<file path="src/tmw_pkg.sv">
package tmw_pkg;
  localparam int CNT_W = 8;
  localparam logic [7:0] CNT_BOTTOM = 8'h00;
  localparam logic [7:0] CNT_MAX = 8'hFF;
  localparam logic [7:0] CNT_ONE = 8'h01;
  localparam logic [7:0] CNT_RST = 8'h00;
  localparam logic [7:0] CMP_RST = 8'h00;
  localparam logic [2:0] CLK_SEL_STOP = 3'h0;
  localparam logic WAVE_RST = 1'b0;

  typedef enum logic [1:0] {
    TMW_MODE_NORMAL = 2'h0,
    TMW_MODE_PHASE = 2'h1,
    TMW_MODE_CTC = 2'h2,
    TMW_MODE_FAST = 2'h3
  } tmw_mode_t;

  typedef enum logic [1:0] {
    TMW_ACT_OFF = 2'h0,
    TMW_ACT_TOGGLE = 2'h1,
    TMW_ACT_CLEAR = 2'h2,
    TMW_ACT_SET = 2'h3
  } tmw_action_t;

  // one-hot sequencing of the counter
  typedef enum logic [1:0] {
    TMW_DIR_UP = 2'h1,
    TMW_DIR_DOWN = 2'h2
  } tmw_dir_t;
endpackage

</file>
<file path="src/tmw_flag.sv">
module tmw_flag (
  input wire logic clk_sys,
  input wire logic rst_b,
  input wire logic clk_en,
  input wire logic set,
  input wire logic clear,
  output logic flag
);
  // set wins over a clear in the same cycle so no event is lost
  always_ff @(posedge clk_sys) begin
    if (!rst_b) begin
      flag <= 1'b0;
    end else if (clk_en) begin
      if (set) begin
        flag <= 1'b1;
      end else if (clear) begin
        flag <= 1'b0;
      end
    end
  end
endmodule

</file>
<file path="src/tmw_timer.sv">
// Behaviour
// - normal mode only counts up, wraps to zero
// - normal overflow set as counter becomes zero
// - clear-on-compare clears counter at compare match
// - clear-on-compare compare value written unbuffered
// - clear-on-compare match raises compare flag
// - clear-on-compare action one toggles output
// - clear-on-compare overflow set at max to zero
// - pin driven only when direction selects output
// - fast mode counts zero to max, clears
// - fast actions two/three clear/set output
// - fast opposite transition at max to zero
// - fast overflow set as counter goes from max to zero
// - fast extremes: spike at zero, constant at max
// - fast action one toggles, buffering still active
// - dual-slope holds max one cycle, reverses
// - dual-slope turns at fixed max only
// - dual-slope actions depend on count direction
// - dual-slope overflow set when counter reaches zero
// - dual-slope extremes hold output constant
// - leaving max, top takes up-count result
// - missed up-count match still applied at top
// - compare flag set one tick after match
// - pwm compare value updates only on the tick leaving max (top)
// - counter write blocks next tick's match
// - clock selection zero stops the counter
module tmw_timer (
  input wire logic clk_sys,
  input wire logic rst_b,
  input wire logic clk_en,
  input wire logic timer_tick,
  input wire logic [2:0] clock_selection,
  input wire logic [1:0] waveform_mode_select,
  input wire logic [1:0] output_action_select,
  input wire logic counter_wr,
  input wire logic [7:0] counter_wr_data,
  input wire logic compare_wr,
  input wire logic [7:0] compare_wr_data,
  input wire logic force_compare,
  input wire logic overflow_clear,
  input wire logic compare_match_clear,
  input wire logic pin_dir_out,
  output logic [7:0] counter_value,
  output logic [7:0] compare_value,
  output logic [7:0] compare_buffer,
  output logic count_down,
  output logic overflow_flag,
  output logic compare_match_flag,
  output logic wave_output,
  output logic pin_out,
  output logic pin_oe
);
  tmw_pkg::tmw_mode_t mode;
  tmw_pkg::tmw_action_t action;
  tmw_pkg::tmw_dir_t dir;
  tmw_pkg::tmw_dir_t next_dir;
  logic tick;
  logic pwm_mode;
  logic at_max;
  logic at_bottom;
  logic match_raw;
  logic match_ok;
  logic block_match;
  logic ovf_set;
  logic buf_load;
  logic [7:0] next_counter;
  logic [7:0] next_compare;
  logic next_wave;
  logic up_level;

  assign mode = tmw_pkg::tmw_mode_t'(waveform_mode_select);
  assign action = tmw_pkg::tmw_action_t'(output_action_select);
  assign pwm_mode = (mode == tmw_pkg::TMW_MODE_PHASE) || (mode == tmw_pkg::TMW_MODE_FAST);
  // a stopped clock source simply never ticks
  assign tick = clk_en && timer_tick && (clock_selection != tmw_pkg::CLK_SEL_STOP);
  assign at_max = (counter_value == tmw_pkg::CNT_MAX);
  assign at_bottom = (counter_value == tmw_pkg::CNT_BOTTOM);
  assign match_raw = (counter_value == compare_value);
  assign match_ok = tick && match_raw && !block_match;
  assign count_down = (dir == tmw_pkg::TMW_DIR_DOWN);

  // counter sequencing per mode
  always_comb begin
    next_counter = counter_value;
    next_dir = dir;
    case (mode)
      tmw_pkg::TMW_MODE_NORMAL: begin
        next_counter = counter_value + tmw_pkg::CNT_ONE;
        next_dir = tmw_pkg::TMW_DIR_UP;
      end
      tmw_pkg::TMW_MODE_CTC: begin
        // a compare value below the count is missed until the wrap
        // a match blocked by a counter write does not clear either
        if (match_raw && !block_match) begin
          next_counter = tmw_pkg::CNT_BOTTOM;
        end else begin
          next_counter = counter_value + tmw_pkg::CNT_ONE;
        end
        next_dir = tmw_pkg::TMW_DIR_UP;
      end
      tmw_pkg::TMW_MODE_FAST: begin
        if (at_max) begin
          next_counter = tmw_pkg::CNT_BOTTOM;
        end else begin
          next_counter = counter_value + tmw_pkg::CNT_ONE;
        end
        next_dir = tmw_pkg::TMW_DIR_UP;
      end
      tmw_pkg::TMW_MODE_PHASE: begin
        // turnaround is fixed at max, never at the compare value
        if (dir == tmw_pkg::TMW_DIR_UP) begin
          if (at_max) begin
            next_counter = counter_value - tmw_pkg::CNT_ONE;
            next_dir = tmw_pkg::TMW_DIR_DOWN;
          end else begin
            next_counter = counter_value + tmw_pkg::CNT_ONE;
          end
        end else begin
          if (at_bottom) begin
            next_counter = counter_value + tmw_pkg::CNT_ONE;
            next_dir = tmw_pkg::TMW_DIR_UP;
          end else begin
            next_counter = counter_value - tmw_pkg::CNT_ONE;
          end
        end
      end
      default: begin
        next_counter = counter_value;
        next_dir = dir;
      end
    endcase
  end

  // a software write has priority over any count or clear
  always_ff @(posedge clk_sys) begin
    if (!rst_b) begin
      counter_value <= tmw_pkg::CNT_RST;
    end else if (clk_en) begin
      if (counter_wr) begin
        counter_value <= counter_wr_data;
      end else if (tick) begin
        counter_value <= next_counter;
      end
    end
  end

  always_ff @(posedge clk_sys) begin
    if (!rst_b) begin
      dir <= tmw_pkg::TMW_DIR_UP;
    end else if (clk_en) begin
      if (mode != tmw_pkg::TMW_MODE_PHASE) begin
        dir <= tmw_pkg::TMW_DIR_UP;
      end else if (tick && !counter_wr) begin
        dir <= next_dir;
      end
    end
  end

  // match blocking lasts until the next tick, even while stopped
  always_ff @(posedge clk_sys) begin
    if (!rst_b) begin
      block_match <= 1'b0;
    end else if (clk_en) begin
      if (counter_wr) begin
        block_match <= 1'b1;
      end else if (tick) begin
        block_match <= 1'b0;
      end
    end
  end

  // compare buffer: direct in non-pwm modes, synchronised in pwm modes
  assign buf_load = tick && !counter_wr && at_max &&
    ((mode == tmw_pkg::TMW_MODE_FAST) ||
     ((mode == tmw_pkg::TMW_MODE_PHASE) && (dir == tmw_pkg::TMW_DIR_UP)));

  always_comb begin
    next_compare = compare_value;
    if (!pwm_mode) begin
      if (compare_wr) begin
        next_compare = compare_wr_data;
      end
    end else if (buf_load) begin
      next_compare = compare_buffer;
    end
  end

  always_ff @(posedge clk_sys) begin
    if (!rst_b) begin
      compare_buffer <= tmw_pkg::CMP_RST;
    end else if (clk_en && compare_wr) begin
      compare_buffer <= compare_wr_data;
    end
  end

  always_ff @(posedge clk_sys) begin
    if (!rst_b) begin
      compare_value <= tmw_pkg::CMP_RST;
    end else if (clk_en) begin
      compare_value <= next_compare;
    end
  end

  // overflow events
  always_comb begin
    ovf_set = 1'b0;
    if (tick && !counter_wr) begin
      if (mode == tmw_pkg::TMW_MODE_PHASE) begin
        ovf_set = count_down && (counter_value == tmw_pkg::CNT_ONE);
      end else begin
        ovf_set = at_max;
      end
    end
  end

  tmw_flag u_overflow (
    .clk_sys(clk_sys),
    .rst_b(rst_b),
    .clk_en(clk_en),
    .set(ovf_set),
    .clear(overflow_clear),
    .flag(overflow_flag)
  );

  // flag lands on the edge after the tick that saw the match
  tmw_flag u_compare (
    .clk_sys(clk_sys),
    .rst_b(rst_b),
    .clk_en(clk_en),
    .set(match_ok),
    .clear(compare_match_clear),
    .flag(compare_match_flag)
  );

  // level left by an up-counting match in dual-slope mode
  assign up_level = (action == tmw_pkg::TMW_ACT_SET);

  always_comb begin
    next_wave = wave_output;
    case (mode)
      tmw_pkg::TMW_MODE_NORMAL, tmw_pkg::TMW_MODE_CTC: begin
        // forcing acts like a match but sets no flag and clears nothing
        if (match_ok || force_compare) begin
          case (action)
            tmw_pkg::TMW_ACT_TOGGLE: next_wave = !wave_output;
            tmw_pkg::TMW_ACT_CLEAR: next_wave = 1'b0;
            tmw_pkg::TMW_ACT_SET: next_wave = 1'b1;
            default: next_wave = wave_output;
          endcase
        end
      end
      tmw_pkg::TMW_MODE_FAST: begin
        if (action == tmw_pkg::TMW_ACT_TOGGLE) begin
          if (match_ok) begin
            next_wave = !wave_output;
          end
        end else if (action != tmw_pkg::TMW_ACT_OFF) begin
          // bottom wins so a compare value at max gives a steady level
          if (tick && at_max) begin
            next_wave = (action == tmw_pkg::TMW_ACT_CLEAR);
          end else if (match_ok) begin
            next_wave = (action == tmw_pkg::TMW_ACT_SET);
          end
        end
      end
      tmw_pkg::TMW_MODE_PHASE: begin
        if (action[1]) begin
          if (tick && !counter_wr && at_max && (dir == tmw_pkg::TMW_DIR_UP) &&
              (next_compare != tmw_pkg::CNT_MAX)) begin
            next_wave = up_level;
          end else if (match_ok) begin
            // direction after this tick decides the slope of the match
            if (next_dir == tmw_pkg::TMW_DIR_UP) begin
              next_wave = up_level;
            end else begin
              next_wave = !up_level;
            end
          end
        end
      end
      default: next_wave = wave_output;
    endcase
  end

  always_ff @(posedge clk_sys) begin
    if (!rst_b) begin
      wave_output <= tmw_pkg::WAVE_RST;
    end else if (clk_en) begin
      wave_output <= next_wave;
    end
  end

  // pin value always follows the wave state; it is enabled only when connected and set to output
  always_ff @(posedge clk_sys) begin
    if (!rst_b) begin
      pin_out <= 1'b0;
      pin_oe <= 1'b0;
    end else if (clk_en) begin
      pin_out <= next_wave;
      pin_oe <= pin_dir_out && (action != tmw_pkg::TMW_ACT_OFF);
    end
  end
endmodule

</file>
<file path="config.mk">
export PLATFORM = sky130hd
export DESIGN_NAME = tmw_timer
export DESIGN_NICKNAME = d
export VERILOG_FILES = /design/src/tmw_pkg.sv /design/src/tmw_flag.sv /design/src/tmw_timer.sv
export SDC_FILE = /design/constraint.sdc
export NUM_CORES = 1
export LEC_CHECK = 0
export BUFFER_PORTS_ARGS = -buffer_cell sky130_fd_sc_hd__buf_4
export CAP_MARGIN = 20
export CORE_ASPECT_RATIO = 1.4
export CORE_MARGIN = 10
export CORE_UTILIZATION = 30
export DETAILED_ROUTE_END_ITERATION = 10
export SYNTH_ARGS = -nofsm -noshare
export SYNTH_HDL_FRONTEND = slang
export SYNTH_HIERARCHICAL = 1
export SYNTH_SLANG_ARGS = --single-unit
</file>
<file path="constraint.sdc">
create_clock -name clk_sys -period 6 [get_ports clk_sys]
set_input_delay 1.2 -clock clk_sys [delete_from_list [all_inputs] [get_ports clk_sys]]
set_output_delay 1.2 -clock clk_sys [all_outputs]
set_load 0.05 [all_outputs]
</file>
# After elaboration in Yosys (flattened, before gate mapping)
# Cells that the tools add are included.
# classes
add_sub_neg	2
eq_ne	21
muxes	37
n_reduce_logical	37
# ops
operator	n
$mux 8	10
$pmux 8 s4	1
$mux 1	18
$logic_and 1x1->1	15
$eq 2x2->1 const B	5
$mux 2	5
$reduce_bool 2->1	5
$add 8x1->8 const B	1
$eq 2x1->1 const B	4
$eq 8x1->1 const B	1
$eq 8x8->1	1
$eq 8x8->1 const B	1
$logic_not 8->1	1
$ne 4x4->1 const B	2
$ne 8x8->1 const B	1
$reduce_and 2->1	4
$reduce_and 8->1	1
$sub 8x1->8 const B	1
$pmux 1 s3	2
$logic_not 1->1	4
$ne 2x2->1 const B	2
$pmux 2 s2	1
$logic_or 1x1->1	3
$ne 3x1->1 const B	1
other kinds (7)	7
# word_totals
ff_bits	31
in_bits	33
out_inout_bits	30
wordCells	106

# Depth between registers and ports, before layout
# depth
depth_word	12
ltp_mapped	10
depth_no_buf	8

# Hierarchy
# Netlist, hierarchy kept.
# by_module_without_submodules
module	n_inst	cells_each	area_per_inst_um2	seq_area_each_um2
tmw_timer	1	286	2140.8	580.6
tmw_flag	2	4	38.8	20.0

# Least setup slack after synthesis
# OpenSTA, ideal clock, no wires.
# synth_timing
kind	input to register
start	in clock_selection[1]
end	reg pin_out
setup_ns	0.122
arrival_ns	3.137
required_time_ns	5.878
setup_slack_ns	2.742
cell_stages	9
n_path_buf	2
cell_sequence	nor3_1 -> or3_1 -> buf_2 -> or3_1 -> buf_6 -> a311oi_2 -> nor4_1 -> o31a_1 -> o311a_1
# synth_between
elab_chain_cells	12
word_cells_on_any_way	25
cone_classes	eq/ne (5); mux (8); reduce/logical (12)
# synth_rtl
element	line_no	source
start, declared	tmw_timer.sv:32	input wire logic [2:0] clock_selection,
$reduce_bool 3->1 (*)	tmw_timer.sv:75	assign tick = clk_en && timer_tick && (clock_selection != tmw_pkg::CLK_SEL_STOP);
$logic_and 1x1->1 (*)	tmw_timer.sv:75	
$logic_and 1x1->1 (2 in a row)	tmw_timer.sv:173, tmw_timer.sv:268	
$logic_and 1x1->1	tmw_timer.sv:173	assign buf_load = tick && !counter_wr && at_max &&
$mux 8	tmw_timer.sv:183	end else if (buf_load) begin
$mux 8	tmw_timer.sv:179	if (!pwm_mode) begin
$ne 8x8->1	tmw_timer.sv:269	(next_compare != tmw_pkg::CNT_MAX)) begin
$logic_and 1x1->1	tmw_timer.sv:268	if (tick && !counter_wr && at_max && (dir == tmw_pkg::TMW_DIR_UP) &&
$mux 1	tmw_timer.sv:268	
$mux 1	tmw_timer.sv:267	if (action[1]) begin
$pmux 1 s3	tmw_timer.sv:240	case (mode)
end signal, assigned	tmw_timer.sv:299	pin_out <= next_wave;
end, declared	tmw_timer.sv:50	output logic pin_out,
# Mark *: on every way between the ends. The rest lies on a longest branch, timed or not. The select of a mux whose other input is x is not followed.
# A chain may end at the register's enable or synchronous reset.

# Worst setup path after layout
# layout_timing
start	in clk_en
end	reg pin_out
# layout_between
elab_chain_cells	12
word_cells_on_any_way	25
cone_classes	eq/ne (5); mux (8); reduce/logical (12)
# layout_rtl
element	line_no	source
start, declared	tmw_timer.sv:30	input wire logic clk_en,
$logic_and 1x1->1 (2 in a row)	tmw_timer.sv:75	
$logic_and 1x1->1 (2 in a row)	tmw_timer.sv:173, tmw_timer.sv:268	
$logic_and 1x1->1	tmw_timer.sv:173	
$mux 8	tmw_timer.sv:183	
$mux 8	tmw_timer.sv:179	
$ne 8x8->1	tmw_timer.sv:269	
$logic_and 1x1->1	tmw_timer.sv:268	
$mux 1	tmw_timer.sv:268	
$mux 1	tmw_timer.sv:267	
$pmux 1 s3	tmw_timer.sv:240	
# Parallel ways exist; a longest one is shown, timed or not. The select of a mux whose other input is x is not followed.

==> flow_summary.json <==
{
  "run_status": "finished clean",
  "grt_overflow_total": 0,
  "tot_pwr_w": 0.000603,
  "timing.fmax_ghz": 0.289,
  "yosysWarningCount": 6,
  "gr_layer_usage_met1_pct": 14.2,
  "numCtsBuffers": 5,
  "clkLatencyLatePin_ns": 0.28,
  "total_leakage_power_nw": 1.11,
  "worst_r2r_startpoint": "counter_value[0]",
  "syn_area_per_cell_um2": 7.55,
  "io_pins": 63,
  "maxSlewViolCount": 0,
  "worst-path-max-fanout": 29,
  "finalCritPeriodShare_pct": 57.6,
  "post-route-drc-count": 0,
  "drtIter0Drc": 137,
  "gpl.final_weighted_congestion": 0.841,
  "cell_area_synth_mm2": 0.00222,
  "busiest_layer": "met2",
  "worst_ir_drop_vdd_mv": 0.106,
  "arrival_ns": 3.63,
  "max_cap_viol_count": 0,
  "placedCellCount": 427,
  "die-area_mm2": 0.0113,
  "cp.required_ns": 6.18,
  "power_density_mw_per_mm2": 216,
  "drt-total-wl_mm": 7.07,
  "crit_type": "in2reg",
  "hp-start": "block_match",
  "edff_count_synth": 0,
  "clkTransAtPathRegs_ns": 0.07,
  "std_cell_rows": 37,
  "fin_setup_tns_ns": 0,
  "vias_per_cell": 5.39,
  "placeableCoreArea_mm2": 0.00727,
  "number_of_antenna_violations_at_the_first_check_in_global_routing": 0,
  "mapped_nets": 331,
  "syn_to_final_growth_pct": 25.9,
  "synth.ff_latch_count": 31,
  "worstMarginPinSlew_ns": 0.747,
  "antenna_left": 0,
  "global_routing_usage_on_met2_pct": 22.5,
  "ys_async_sr_fraction_pct": 0,
  "grt_setup_unrepaired": "no",
  "detailed_place.area_mm2": 0.00268,
  "worstSetupEndpointType": "flop",
  "port_buffers": 62,
  "dp.final_hpwl_mm": 5.40,
  "finalHoldViolCount": 0,
  "clock_tree_from_tritoncts": "built",
  "cts_setup_buffers": 0,
  "r2r_setup_slack_ns": 2.89,
  "synth_cell_type_count": 58,
  "fin_area_mm2": 0.00279,
  "groute.usage.overall_pct": 12.4,
  "timing.critical_path.from": "clk_en",
  "chipWidth_um": 92.7,
  "grt_pass1_vias": 2309,
  "synth_seq_area_share_pct": 28.0,
  "n_fill_cell": 775,
  "clock_path_buffers": 2,
  "synth_top_flop_cell": "sky130_fd_sc_hd__dfxtp_1",
  "post-route-min-period_ns": 3.46,
  "grt_use_met3_pct": 2.65,
  "cp-start-kind": "primary input",
  "post_route_cells_drive_above_1_share_pct": 24.0,
  "floorplan.die.height_um": 122,
  "detail_route.wl_per_cell_um": 16.3,
  "synthesis.instances": 294,
  "worst_slew_margin_rel_pct": 50.1,
  "grt_max_degree": 30,
  "timing.hold.worst.class": "reg2reg",
  "final.setup_skew_ns": 0.00220,
  "cts_repair_resize_count": 0,
  "htree_num_levels": 2,
  "antenna-diode-count": 0,
  "finalNetCount": 374,
  "dr.pass1.iters": 4,
  "effective_utilization_at_floorplan_pct": 30.5,
  "number_of_vias_after_detailed_routing": 2344,
  "cts-root-buf": "sky130_fd_sc_hd__clkbuf_8",
  "finish.cell_count_without_fillers": 435,
  "final-setup-viol-count": 0,
  "wire_length_of_the_first_global_routing_pass_mm": 11.7,
  "postCtsHoldBufs": 0,
  "cts.sinks": 31
}
[flip-flops by register name, summed over array words and instances (netlist names)]
name,flops
compare_buffer,8
compare_value,8
counter_value,8
dir,2
block_match,1
pin_oe,1
pin_out,1
u_compare/flag,1
u_overflow/flag,1
[per-layer routing]
layer / wire [um] / vias to the layer above / share of wire, %
met2: 3680 / 68 / 52
met5: 0 / - / 0
met1: 2950 / 1101 / 42
met4: 72 / 0 / 1.0
li1: - / 1169 / -
met3: 367 / 6 / 5.2
[worst max-delay path: stages]
cell                       delay [ns]
sky130_fd_sc_hd__buf_4           0.27
sky130_fd_sc_hd__nand2_1         0.10
sky130_fd_sc_hd__or3_1           0.46
sky130_fd_sc_hd__or3_1           0.57
sky130_fd_sc_hd__o221ai_1        0.33
sky130_fd_sc_hd__nor4_1          0.11
sky130_fd_sc_hd__o31a_1          0.25
sky130_fd_sc_hd__o311a_1         0.34
[power breakdown]
part | switching [W] | total (W) | internal [W]
clock network | 0.0000861 | 0.000210 | 0.000124
logic | 0.0000970 | 0.000158 | 0.0000609
registers | 0.0000191 | 0.000235 | 0.000216
total | 0.000202 | 0.000603 | 0.000400
[final timing paths]
| kind | endpoint | depth (start not counted) |
|---|---|---|
| worst min-delay path | block_match | 2 |
| worst max-delay path | pin_out | 8 |
| worst min register to register | block_match | 2 |
| worst max register to register | pin_out | 8 |
[through the flow]
stage	util, %	hold WS, ns	worst slack (ns)
floorplan	-	0.431	2.74
global placement	36.9	0.450	2.32
detailed placement	36.9	0.451	2.26
CTS	38.4	0.461	2.54
global route	38.4	0.497	2.33
finish	38.4	0.464	2.54
[area by class of cell]
cell class | count | area [um^2] | area share [%]
Clock inverter | 3 | 43.8 | 1.57
Multi-Input combinational cell | 228 | 1440 | 51.5
Clock buffer | 5 | 68.8 | 2.46
Inverter | 9 | 33.8 | 1.21
Tap cell | 97 | 121 | 4.34
Timing Repair Buffer | 62 | 465 | 16.7
Sequential cell | 31 | 621 | 22.2
[logic make-up after synthesis]
family / after synthesis / share of synthesized area, %
simple gates: 124 / 28.3
compound gates: 85 / 28.3
buf+inv: 35 / 7.11
flops: 31 / 28.0
xor+xnor: 13 / 5.13
fa+ha+maj: 4 / 2.26
mux: 2 / 0.959
[placed cells by master (no fill, tap or decap), types with 2 or more instances in the layout]
master	netlist	routed
sky130_fd_sc_hd__o211a_1	2	2
sky130_fd_sc_hd__clkbuf_8	0	5
sky130_fd_sc_hd__nor2_1	21	21
sky130_fd_sc_hd__o22a_1	5	5
sky130_fd_sc_hd__nand2_1	34	34
sky130_fd_sc_hd__or3_1	3	3
sky130_fd_sc_hd__o31ai_1	3	3
sky130_fd_sc_hd__and2_1	2	2
sky130_fd_sc_hd__xor2_1	3	3
sky130_fd_sc_hd__nand4_1	6	6
sky130_fd_sc_hd__and3_1	5	5
sky130_fd_sc_hd__o2bb2ai_1	3	3
sky130_fd_sc_hd__o211ai_1	4	4
sky130_fd_sc_hd__a22oi_1	3	3
sky130_fd_sc_hd__dfxtp_1	31	31
sky130_fd_sc_hd__xnor2_1	10	10
sky130_fd_sc_hd__a21oi_1	21	21
sky130_fd_sc_hd__nor4_1	5	5
sky130_fd_sc_hd__a31o_1	2	2
sky130_fd_sc_hd__o21a_1	2	2
sky130_fd_sc_hd__nor2b_1	7	7
sky130_fd_sc_hd__a211oi_1	3	3
sky130_fd_sc_hd__or2_2	2	2
sky130_fd_sc_hd__a221oi_1	2	2
sky130_fd_sc_hd__nor3_1	6	6
sky130_fd_sc_hd__o221ai_1	3	3
sky130_fd_sc_hd__nand2b_1	7	7
sky130_fd_sc_hd__ha_1	4	4
sky130_fd_sc_hd__o41ai_1	2	2
sky130_fd_sc_hd__o221a_2	5	5
sky130_fd_sc_hd__inv_1	8	8
sky130_fd_sc_hd__o21ai_0	10	10
sky130_fd_sc_hd__a31oi_1	3	3
sky130_fd_sc_hd__nand3_1	21	21
sky130_fd_sc_hd__buf_4	4	62
[cell usage after synthesis (all sizes together), types with 3 or more instances]
| cell type | count | share of area (%) |
|---|---|---|
| buf | 9 | 2.7 |
| or2 | 3 | 0.85 |
| nand2 | 34 | 5.8 |
| inv | 8 | 1.4 |
| a211oi | 3 | 1.0 |
| xor2 | 3 | 1.2 |
| nor2b | 7 | 2.0 |
| nand3 | 21 | 4.7 |
| dfxtp | 31 | 28 |
| o221ai | 3 | 1.2 |
| nor3 | 6 | 1.4 |
| nand4 | 7 | 2.7 |
| a31oi | 3 | 0.85 |
| o211ai | 4 | 1.4 |
| a22oi | 3 | 1.0 |
| o2bb2ai | 3 | 1.2 |
| and3 | 5 | 1.4 |
| ha | 4 | 2.3 |
| a21oi | 21 | 4.7 |
| xnor2 | 10 | 3.9 |
| nor4 | 5 | 1.4 |
| clkbuf | 17 | 2.9 |
| o21ai | 10 | 2.3 |
| o221a | 5 | 2.5 |
| o22a | 5 | 2.0 |
| nor2 | 21 | 3.6 |
| nand2b | 7 | 2.0 |
| o31ai | 3 | 1.0 |
| or3 | 3 | 0.85 |
Note: power is estimated with default switching activity, not from simulation.
